File: config.mk
export PLATFORM = sky130hd
export DESIGN_NAME = cke_drive_regs
export DESIGN_NICKNAME = d
export VERILOG_FILES = /design/src/verilog/cke_drive_pkg.sv /design/src/verilog/cke_drive_regs.sv
export SDC_FILE = /design/constraint.sdc
export NUM_CORES = 1
export LEC_CHECK = 0
export BUFFER_PORTS_ARGS = -buffer_cell sky130_fd_sc_hd__buf_2
export CAP_MARGIN = 30
export CORE_MARGIN = 2
export CORE_UTILIZATION = 45
export DETAILED_ROUTE_END_ITERATION = 7
export PLACE_DENSITY = 0.86
export SLEW_MARGIN = 20
export SYNTH_ARGS = -nofsm -noshare
export SYNTH_HDL_FRONTEND = slang
export SYNTH_SLANG_ARGS = --single-unit
File: constraint.sdc
create_clock -name clock -period 2 [get_ports clock]
set_clock_uncertainty 0.2 [all_clocks]
set_input_delay 0 -clock clock [delete_from_list [all_inputs] [get_ports clock]]
set_output_delay 0 -clock clock [all_outputs]
set_load 0.02 [all_outputs]
File: src/verilog/cke_drive_pkg.sv
// Package of offsets, field layouts and reset values for the clock-enable drive register bank.
package cke_drive_pkg;

  // ==========================================================================
  // Register offsets
  localparam logic [7:0] DRIVE_STRENGTH_OFFSET = 8'h94;
  localparam logic [7:0] CAPABILITY_ID_OFFSET  = 8'ha0;

  // ==========================================================================
  // Drive strength register layout and reset value
  localparam int          ROW_COUNT        = 6;
  localparam int          SPARE_LSB        = 6;
  localparam logic [15:0] DRIVE_RESET      = 16'hffff;
  localparam logic        STRENGTH_STRONG  = 1'h0;
  localparam logic        STRENGTH_MEDIUM  = 1'h1;

  // ==========================================================================
  // Capability identifier fields
  localparam logic [7:0]  CAP_RESERVED_VAL = 8'h00;
  localparam logic [3:0]  CAP_MAJOR_REV    = 4'h2;
  localparam logic [3:0]  CAP_MINOR_REV    = 4'h0;
  localparam logic [7:0]  CAP_NEXT_PTR     = 8'h00;
  localparam logic [7:0]  CAP_ID_CODE      = 8'h02;
  localparam logic [31:0] CAP_RESET        = 32'h00200002;

  typedef struct packed {
    logic [7:0] reserved;
    logic [3:0] major_rev;
    logic [3:0] minor_rev;
    logic [7:0] next_ptr;
    logic [7:0] cap_id;
  } capability_id_t;

  typedef struct packed {
    logic [9:0] spare;
    logic [5:0] row_strength;
  } drive_strength_t;

endpackage

File: src/verilog/cke_drive_regs.sv
// Clock-enable drive strength and graphics port capability identifier registers.
`timescale 1ns/1ps

// Contract
// A 16-bit read/write drive strength register sits at offset 0x94 and resets to all ones.
// Bits 15 to 6 of that register are spare flops that store and return what is written.
// Bit n (0 to 5) sets the row-n clock-enable strength, 0 for 2.7x and 1 for 1.7x.
// A 32-bit read-only capability register sits at offset 0xa0 and reads 0x00200002.
// Capability bits 23 to 20 always read the major revision 0010b.
// Capability bits 19 to 16 always read zero as the minor revision.
// Capability bits 15 to 8 always read zero, ending the capability list.
// Capability bits 7 to 0 always read the capability code 0000_0010b.
// Capability bits 31 to 24 read zero and writes to that register are ignored.
module cke_drive_regs (
  // Clock and reset
  input  wire logic        clock,
  input  wire logic        arst_n,
  // Register port
  input  wire logic [7:0]  reg_addr,
  input  wire logic [31:0] reg_wdata,
  input  wire logic        reg_write,
  input  wire logic        reg_read,
  output logic      [31:0] reg_rdata,
  // Per-row clock-enable strength selects, 1 selects the weaker 1.7x drive
  output logic      [5:0]  row_clock_enable_out
);

  // ==========================================================================
  // Reset release
  logic rst_meta_r;
  logic rst_sync_n_r;

  always_ff @(posedge clock or negedge arst_n) begin
    if (!arst_n) begin
      rst_meta_r   <= 1'b0;
      rst_sync_n_r <= 1'b0;
    end else begin
      rst_meta_r   <= 1'b1;
      rst_sync_n_r <= rst_meta_r;
    end
  end

  // ==========================================================================
  // Address decode
  function automatic logic addr_hit(input logic [7:0] a, input logic [7:0] off);
    addr_hit = (a == off);
  endfunction

  wire hit_drive = addr_hit(reg_addr, cke_drive_pkg::DRIVE_STRENGTH_OFFSET);
  wire hit_cap   = addr_hit(reg_addr, cke_drive_pkg::CAPABILITY_ID_OFFSET);

  // ==========================================================================
  // Drive strength register
  cke_drive_pkg::drive_strength_t drive_r;
  cke_drive_pkg::drive_strength_t drive_nxt;

  assign drive_nxt = (reg_write && hit_drive) ? reg_wdata[15:0] : drive_r;

  always_ff @(posedge clock or negedge rst_sync_n_r) begin
    if (!rst_sync_n_r) begin
      drive_r <= cke_drive_pkg::DRIVE_RESET;
    end else begin
      drive_r <= drive_nxt;
    end
  end

  // Strength selects follow the register from flops of their own, one per row.
  logic [5:0] row_sel_r;

  genvar row;
  generate
    for (row = 0; row < cke_drive_pkg::ROW_COUNT; row = row + 1) begin : g_row
      always_ff @(posedge clock or negedge rst_sync_n_r) begin
        if (!rst_sync_n_r) begin
          row_sel_r[row] <= cke_drive_pkg::DRIVE_RESET[row];
        end else begin
          row_sel_r[row] <= drive_nxt.row_strength[row];
        end
      end

      AST_ROW_BIT_MATCH: assert property (@(posedge clock) disable iff (!rst_sync_n_r)
        row_sel_r[row] == drive_r.row_strength[row])
        else $error("Row strength select differs from its register bit.");

      AST_ROW_BIT_HOLD: assert property (@(posedge clock) disable iff (!rst_sync_n_r)
        !(reg_write && hit_drive) |=> $stable(row_sel_r[row]))
        else $error("Row strength select changed without a write.");

      AST_ROW_BIT_RESET: assert property (@(posedge clock)
        $rose(rst_sync_n_r) |-> row_sel_r[row] == 1'b1)
        else $error("Row strength select not weak after reset.");
    end
  endgenerate

  assign row_clock_enable_out = row_sel_r;

  // ==========================================================================
  // Capability identifier, constant fields only
  cke_drive_pkg::capability_id_t cap_val;

  assign cap_val.reserved  = cke_drive_pkg::CAP_RESERVED_VAL;
  assign cap_val.major_rev = cke_drive_pkg::CAP_MAJOR_REV;
  assign cap_val.minor_rev = cke_drive_pkg::CAP_MINOR_REV;
  assign cap_val.next_ptr  = cke_drive_pkg::CAP_NEXT_PTR;
  assign cap_val.cap_id    = cke_drive_pkg::CAP_ID_CODE;

  // ==========================================================================
  // Read path, unmapped addresses read zero
  logic [31:0] rdata_r;
  wire  [31:0] rd_sel = hit_drive ? {16'h0000, drive_r} :
                        hit_cap   ? cap_val : 32'h00000000;
  wire  [31:0] rdata_nxt = reg_read ? rd_sel : 32'h00000000;

  always_ff @(posedge clock or negedge rst_sync_n_r) begin
    if (!rst_sync_n_r) begin
      rdata_r <= 32'h00000000;
    end else begin
      rdata_r <= rdata_nxt;
    end
  end

  assign reg_rdata = rdata_r;

  // ==========================================================================
  // Assertions
  AST_DRIVE_RESET: assert property (@(posedge clock)
    $rose(rst_sync_n_r) |-> drive_r == 16'hffff)
    else $error("Drive register not all ones after reset.");

  AST_SPARE_STORE: assert property (@(posedge clock) disable iff (!rst_sync_n_r)
    (reg_write && hit_drive) |=> drive_r.spare == $past(reg_wdata[15:6]))
    else $error("Spare bits did not store written value.");

  AST_ROW_FOLLOW: assert property (@(posedge clock) disable iff (!rst_sync_n_r)
    (reg_write && hit_drive) |=> row_clock_enable_out == $past(reg_wdata[5:0]))
    else $error("Row strength outputs did not follow write.");

  AST_DRIVE_READ: assert property (@(posedge clock) disable iff (!rst_sync_n_r)
    (reg_read && hit_drive) |=> reg_rdata == {16'h0000, $past(drive_r)})
    else $error("Drive register read mismatch.");

  AST_CAP_READ: assert property (@(posedge clock) disable iff (!rst_sync_n_r)
    (reg_read && hit_cap) |=> reg_rdata == 32'h00200002)
    else $error("Capability register read mismatch.");

  AST_CAP_MAJOR: assert property (@(posedge clock) disable iff (!rst_sync_n_r)
    (reg_read && hit_cap) |=> reg_rdata[23:20] == 4'h2)
    else $error("Major revision field wrong.");

  AST_CAP_MINOR: assert property (@(posedge clock) disable iff (!rst_sync_n_r)
    (reg_read && hit_cap) |=> reg_rdata[19:16] == 4'h0)
    else $error("Minor revision field wrong.");

  AST_CAP_NEXT: assert property (@(posedge clock) disable iff (!rst_sync_n_r)
    (reg_read && hit_cap) |=> reg_rdata[15:8] == 8'h00)
    else $error("Next pointer field not zero.");

  AST_CAP_CODE: assert property (@(posedge clock) disable iff (!rst_sync_n_r)
    (reg_read && hit_cap) |=> reg_rdata[7:0] == 8'h02)
    else $error("Capability code field wrong.");

  AST_CAP_WRITE_IGNORED: assert property (@(posedge clock) disable iff (!rst_sync_n_r)
    (reg_write && hit_cap) ##[1:3] (reg_read && hit_cap) |=> reg_rdata == 32'h00200002)
    else $error("Capability register changed by a write.");

  // ==========================================================================
  // Assertion helpers
  // A copy of the last drive write, kept apart so a broken write path cannot hide.
  logic [15:0] last_wr_r;

  always_ff @(posedge clock or negedge rst_sync_n_r) begin
    if (!rst_sync_n_r) begin
      last_wr_r <= cke_drive_pkg::DRIVE_RESET;
    end else if (reg_write && hit_drive) begin
      last_wr_r <= reg_wdata[15:0];
    end
  end

  // ==========================================================================
  // Reset value checks
  // These look at the first edge on which the released reset is seen high.
  AST_ROW_RESET: assert property (@(posedge clock)
    $rose(rst_sync_n_r) |-> row_clock_enable_out == 6'h3f)
    else $error("Row strength outputs not weak after reset.");

  AST_RDATA_RESET: assert property (@(posedge clock)
    $rose(rst_sync_n_r) |-> reg_rdata == 32'h00000000)
    else $error("Read data not zero after reset.");

  AST_SPARE_RESET: assert property (@(posedge clock)
    $rose(rst_sync_n_r) |-> drive_r.spare == 10'h3ff)
    else $error("Spare bits not all ones after reset.");

  // ==========================================================================
  // Write path checks
  // Only a write to the drive offset may change the drive register or the pins.
  AST_DRIVE_HOLD: assert property (@(posedge clock) disable iff (!rst_sync_n_r)
    !(reg_write && hit_drive) |=> $stable(drive_r))
    else $error("Drive register changed without a write.");

  AST_CAP_WRITE_NO_DRIVE: assert property (@(posedge clock) disable iff (!rst_sync_n_r)
    (reg_write && hit_cap) |=> $stable(drive_r))
    else $error("Capability write disturbed the drive register.");

  AST_UNMAPPED_WRITE_IGNORED: assert property (@(posedge clock) disable iff (!rst_sync_n_r)
    (reg_write && !hit_drive && !hit_cap) |=> $stable(drive_r))
    else $error("Unmapped write disturbed the drive register.");

  AST_ROW_STRONG: assert property (@(posedge clock) disable iff (!rst_sync_n_r)
    (reg_write && hit_drive && reg_wdata[0] == cke_drive_pkg::STRENGTH_STRONG)
    |=> row_clock_enable_out[0] == cke_drive_pkg::STRENGTH_STRONG)
    else $error("Row zero did not select the strong drive.");

  AST_ROW_MEDIUM: assert property (@(posedge clock) disable iff (!rst_sync_n_r)
    (reg_write && hit_drive && reg_wdata[5] == cke_drive_pkg::STRENGTH_MEDIUM)
    |=> row_clock_enable_out[5] == cke_drive_pkg::STRENGTH_MEDIUM)
    else $error("Row five did not select the medium drive.");

  AST_DRIVE_SHADOW: assert property (@(posedge clock) disable iff (!rst_sync_n_r)
    drive_r == last_wr_r)
    else $error("Drive register differs from the last write.");

  AST_ROW_SHADOW: assert property (@(posedge clock) disable iff (!rst_sync_n_r)
    row_clock_enable_out == last_wr_r[5:0])
    else $error("Row strength outputs differ from the last write.");

  AST_WRITE_RDATA_ZERO: assert property (@(posedge clock) disable iff (!rst_sync_n_r)
    reg_write |=> reg_rdata == 32'h00000000)
    else $error("Read data not zero after a write.");

  AST_ROW_STABLE: assert property (@(posedge clock) disable iff (!rst_sync_n_r)
    !(reg_write && hit_drive) |=> $stable(row_clock_enable_out))
    else $error("Row strength outputs changed without a write.");

  AST_DRIVE_FULL_WRITE: assert property (@(posedge clock) disable iff (!rst_sync_n_r)
    (reg_write && hit_drive) |=> drive_r == $past(reg_wdata[15:0]))
    else $error("Drive register did not take the whole write.");

  AST_ROW_FIELD_WRITE: assert property (@(posedge clock) disable iff (!rst_sync_n_r)
    (reg_write && hit_drive) |=> drive_r.row_strength == $past(reg_wdata[5:0]))
    else $error("Row field did not take its write.");

  AST_CAP_WRITE_NO_ROW: assert property (@(posedge clock) disable iff (!rst_sync_n_r)
    (reg_write && hit_cap) |=> $stable(row_clock_enable_out))
    else $error("Capability write disturbed the row outputs.");

  // ==========================================================================
  // Read path checks
  // Read data stand for one cycle after the strobe and are zero otherwise.
  AST_RDATA_IDLE_ZERO: assert property (@(posedge clock) disable iff (!rst_sync_n_r)
    !reg_read |=> reg_rdata == 32'h00000000)
    else $error("Read data not zero without a read.");

  AST_UNMAPPED_ZERO: assert property (@(posedge clock) disable iff (!rst_sync_n_r)
    (reg_read && !hit_drive && !hit_cap) |=> reg_rdata == 32'h00000000)
    else $error("Unmapped read returned nonzero data.");

  AST_DRIVE_UPPER_ZERO: assert property (@(posedge clock) disable iff (!rst_sync_n_r)
    (reg_read && hit_drive) |=> reg_rdata[31:16] == 16'h0000)
    else $error("Drive register upper half not zero.");

  AST_SPARE_READ: assert property (@(posedge clock) disable iff (!rst_sync_n_r)
    (reg_read && hit_drive) |=> reg_rdata[15:6] == $past(last_wr_r[15:6]))
    else $error("Spare bits did not read back.");

  AST_ROW_READ: assert property (@(posedge clock) disable iff (!rst_sync_n_r)
    (reg_read && hit_drive) |=> reg_rdata[5:0] == $past(row_clock_enable_out))
    else $error("Row field read differs from the outputs.");

  AST_READ_AFTER_WRITE: assert property (@(posedge clock) disable iff (!rst_sync_n_r)
    (reg_write && hit_drive) ##1 (reg_read && hit_drive)
    |=> reg_rdata[15:0] == $past(reg_wdata[15:0], 2))
    else $error("Back to back read missed the new value.");

  AST_RDATA_ONE_CYCLE: assert property (@(posedge clock) disable iff (!rst_sync_n_r)
    (reg_read && hit_cap) ##1 !reg_read |=> reg_rdata == 32'h00000000)
    else $error("Read data stood for more than one cycle.");

  AST_READ_NO_DRIVE_CHANGE: assert property (@(posedge clock) disable iff (!rst_sync_n_r)
    reg_read |=> $stable(drive_r))
    else $error("A read changed the drive register.");

  AST_CAP_READ_NO_ROW: assert property (@(posedge clock) disable iff (!rst_sync_n_r)
    (reg_read && hit_cap) |=> $stable(row_clock_enable_out))
    else $error("Capability read disturbed the row outputs.");

  // ==========================================================================
  // Capability checks
  // The identifier is built from fixed fields and must match its reset value.
  AST_CAP_CONST: assert property (@(posedge clock) disable iff (!rst_sync_n_r)
    cap_val == cke_drive_pkg::CAP_RESET)
    else $error("Capability fields differ from the reset value.");

  AST_CAP_RESERVED: assert property (@(posedge clock) disable iff (!rst_sync_n_r)
    (reg_read && hit_cap) |=> reg_rdata[31:24] == 8'h00)
    else $error("Capability reserved bits not zero.");

  AST_READ_AFTER_CAP_WRITE: assert property (@(posedge clock) disable iff (!rst_sync_n_r)
    (reg_write && hit_cap) ##1 (reg_read && hit_cap) |=> reg_rdata == cke_drive_pkg::CAP_RESET)
    else $error("Back to back capability read saw the write.");

endmodule

# ---- Yosys cells after proc, flatten, opt, wreduce, memory -nomap -nowiden
# Cells that the tools add are included.
dict set report classes {
  eq_ne 2
  mux 4
  n_reduce_logical 1
}
# operator count
set op_table {}
lappend op_table {{22-bit two-way mux} 2}
lappend op_table {{32-bit two-way mux} 1}
lappend op_table {{8-bit equality test, second input constant} 2}
lappend op_table {{6-bit two-way mux} 1}
lappend op_table {{1-bit logical AND} 1}
dict set report totals {
  reg_bits 56
  inputBits 44
  out_inout_bits 38
}

# ---- Depth between registers and ports, before layout
dict set report depth {
  ltp_word 4
  depth_mapped 4
  depth_no_buf 3
}

# ---- Worst setup path after synthesis
# No wires, ideal clock.
dict set report synth_timing {
  kind {input-to-reg}
  from {input port reg_addr[1]}
  to {register drive_r[0] in the netlist's numbering}
  setup_ns 0.082
  arrival_ns 0.948
  path_slack_ns 0.770
  path_stages 4
  path_buffers 1
  cell_sequence {nor4b_4 nand3_4 buf_6 mux2_4}
}
dict set report synth_between {
  elab_chain_len 3
}
# element line_no
set synth_lines {}
lappend synth_lines {{start, declared} cke_drive_regs.sv:19} ;# input wire logic [7:0] reg_addr,
lappend synth_lines {{8-bit equality test} cke_drive_regs.sv:46} ;# addr_hit = (a == off);
lappend synth_lines {{1-bit logical AND} n/a}
lappend synth_lines {{6-bit two-way mux} cke_drive_regs.sv:57} ;# assign drive_nxt = (reg_write && hit_drive) ? reg_wdata[15:0] : drive_r;
lappend synth_lines {{end signal, assigned} cke_drive_regs.sv:61} ;# drive_r <= cke_drive_pkg::DRIVE_RESET;
lappend synth_lines {{end signal, assigned} cke_drive_regs.sv:63} ;# drive_r <= drive_nxt;
lappend synth_lines {{end, declared} cke_drive_regs.sv:54} ;# cke_drive_pkg::drive_strength_t drive_r;
# Every way passes these cells.
# A chain may end at the register's enable or synchronous reset.

# ---- Worst setup path after layout
dict set report layout_timing {
  from {register drive_r[1] in the netlist's numbering}
  to {register rdata_r[1] (netlist: reg_rdata[1])}
}
dict set report layout_between {
  elab_chain_len 2
}
# element line_no
set layout_lines {}
lappend layout_lines {{22-bit two-way mux} cke_drive_regs.sv:110} ;# wire [31:0] rd_sel = hit_drive ? {16'h0000, drive_r} :
lappend layout_lines {{32-bit two-way mux} cke_drive_regs.sv:112} ;# wire [31:0] rdata_nxt = reg_read ? rd_sel : 32'h00000000;
lappend layout_lines {{named net rdata_nxt[1]} cke_drive_regs.sv:112}
lappend layout_lines {{end signal, assigned} cke_drive_regs.sv:118} ;# rdata_r <= rdata_nxt;
lappend layout_lines {{end, declared} cke_drive_regs.sv:109} ;# logic [31:0] rdata_r;
# The timed path passes the listed nets, and every way through them passes these cells.

==> metrics.cfg <==
[clocking]
cts-htree-levels = 2
cts_tree = yes
insertion_delay_ps = 310
clk_path_buf_depth = 2
cts-root-buf = clkbuf_4
cts_sinks = 35
post_cts_resized = 0
path_clk_slew_ps = 100
numCtsBuffers = 5

[placement]
place_congestion = 0.712
placed_area_um2 = 1670
io_buffers = 50
dp_hpwl_um = 1760

[die]
start_util = 0.477
die_w_um = 61.4
core_um2 = 3100
dieArea_um2 = 3770
io_pins = 82
placementRows = 20
fp.dieH_um = 61.4

[critical_path]
path_class = flip-flop to flip-flop
worstSetupEndpointType = flip-flop
critPathLaunchType = flip-flop
arrival_ps = 1800
required_ps = 2010
cp-startpoint = drive_r[1]
rr_startpoint = drive_r[1]
critical_path.max_fanout = 3

[route]
ant_nets = 0
num_vias = 933
wirelength_um = 2810
via_per_inst = 4.22
routedWlPerCell_um = 12.7
drcViolationCount = 0
drt-initial-drc-count = 24
drt-pass1-iter-count = 2

[outcome]
status = completed

[worst_hold_path]
hp-start = reg_write
hp-class = input port to flip-flop

[cells_and_area]
area_delta_synth_final_pct = 33.9
drive_gt1_frac = 0.520
diodes = 0
fillCellCount = 233
layout_common_cells = buf_2 (50), dlygate4sd3_1 (26), dfrtp_1 (19), conb_1 (16), dfstp_2 (16)
final_area_um2 = 1980
fin_nets = 220
layout_commonest_cell = buf_2

[global_routing]
grt_pass1_vias = 980
grt_max_degree = 34
antenna_found_initial = 0
grt_overflow = 0
grtUsageTotal = 0.159
grt_pass1_wl_um = 4220

[pwr]
p_leak_nw = 1.05
power_density_nw_per_um2 = 619
pwr-share-comb = 0.120
p_seq_frac = 0.608
ir_drop_mv = 0.479
switching_share = 0.228
switchingPower_mw = 0.280
clkPwrFrac = 0.272
cell_internal_pwr_mw = 0.948

[timing]
timing.setup.tns_ps = 0
min_period_ps = 1790
slew_viol_final = 0
finalSetupViolations = 0
report.final.hold_viol_count = 0
max_freq_ghz = 0.560
holdWs_ps = 60.2
fin_crit_sh = 0.893
rsz0062_at_grt = false

[synthesis]
yosys_register_bits = 35
post_synth.cell_area_avg_um2 = 14.7
yosysSeqAreaShare = 0.605
synth.distinct_cells = 18
syn_inst = 101
yosysWarnings = 0
synthesis.area_um2 = 1480

[job]
cap_viol_max_count = 0

## power by group through the flow
stage	combinational (mW)	clock, mW	sequential [mW]
after floorplan	0.0894	0	0.765
after global placement	0.109	0	0.757
after detailed placement	0.111	0	0.759
after CTS	0.142	0.350	0.746
after global routing	0.159	0.381	0.750
final	0.148	0.334	0.747
## state kept, by name, indices dropped and copies added, names as in the netlist
register	cells
rst_sync_n_r	1
drive_r	16
rst_meta_r	1
reg_rdata	17
## cells in the mapped netlist, drive strengths merged
| cell type | n | area [um^2] |
|---|---|---|
| a211oi | 1 | 7.51 |
| nor2 | 1 | 3.75 |
| clkbuf | 1 | 5.00 |
| dfstp | 16 | 420 |
| dfrtp | 19 | 475 |
| nor4b | 1 | 23.8 |
| conb | 2 | 7.51 |
| nand3 | 1 | 17.5 |
| nand4b | 1 | 8.76 |
| buf | 22 | 169 |
| nor3 | 1 | 5.00 |
| nand2 | 2 | 7.51 |
| and4bb | 1 | 12.5 |
| and3 | 1 | 6.26 |
| and2 | 15 | 93.8 |
| mux2 | 16 | 218 |
## kinds of logic after synthesis
kind of cell	Yosys count	share of synthesized area
other cells	2	0.00507
buf+inv	23	0.117
flops	35	0.605
compound gates	1	0.00507
mux	16	0.147
simple gates	24	0.121
## worst max-delay path, stage by stage, from the launching register on
cell and delay, ps:
dfstp_2 560, nand4b_1 100, dlygate4sd3_1 580, a211oi_1 260
## per-stage QoR
stage                     setup slack (ps)  power, mW  utilization  instances
after CTS                             94.1       1.24        0.629        218
after floorplan                        770      0.854            -        115
after global placement                 561      0.867        0.539        187
after global routing                   124       1.29        0.639        221
after detailed placement               536      0.870        0.539        187
final                                  214       1.23        0.639        221
## per-layer routing
| metal | part of all wire | track usage | routed length (um) | vias to the layer above |
|---|---|---|---|---|
| met5 | 0 | 0 | 0 | - |
| li1 | - | - | - | 442 |
| met4 | 0.028 | 0.0729 | 80 | 0 |
| met2 | 0.52 | 0.289 | 1470 | 45 |
| met3 | 0.046 | 0.0378 | 128 | 6 |
| met1 | 0.40 | 0.176 | 1140 | 440 |
## cell type report
cell class	count	area, um^2	area share
Clock buffer	7	45.0	0.0227
Clock inverter	1	5.00	0.00252
Multi-Input combinational cell	57	464	0.234
Sequential cell	35	896	0.452
Tap cell	44	55.1	0.0278
Timing Repair Buffer	77	518	0.261
## what timing repair did
item                                    4_1_cts  5_1_grt
hold buffers                                 23        4
hold endpoints to repair                     20        1
setup buffers                                 0        0
endpoints found under the setup margin        0        1
## path summary, 6_finish.rpt
| path | end | slack [ps] | cells after the start |
|---|---|---|---|
| worst max-delay path | reg_rdata[1] | 210 | 3 |
| worst min-delay path | drive_r[1] | 60 | 3 |
| worst max register to register | reg_rdata[1] | 210 | 3 |
| worst min register to register | reg_rdata[14] | 90 | 1 |
| max in group asynchronous | rst_meta_r | 1090 | 3 |
| min in group asynchronous | reg_rdata[14] | 90 | 1 |
Power figures use the tool's default switching activity.
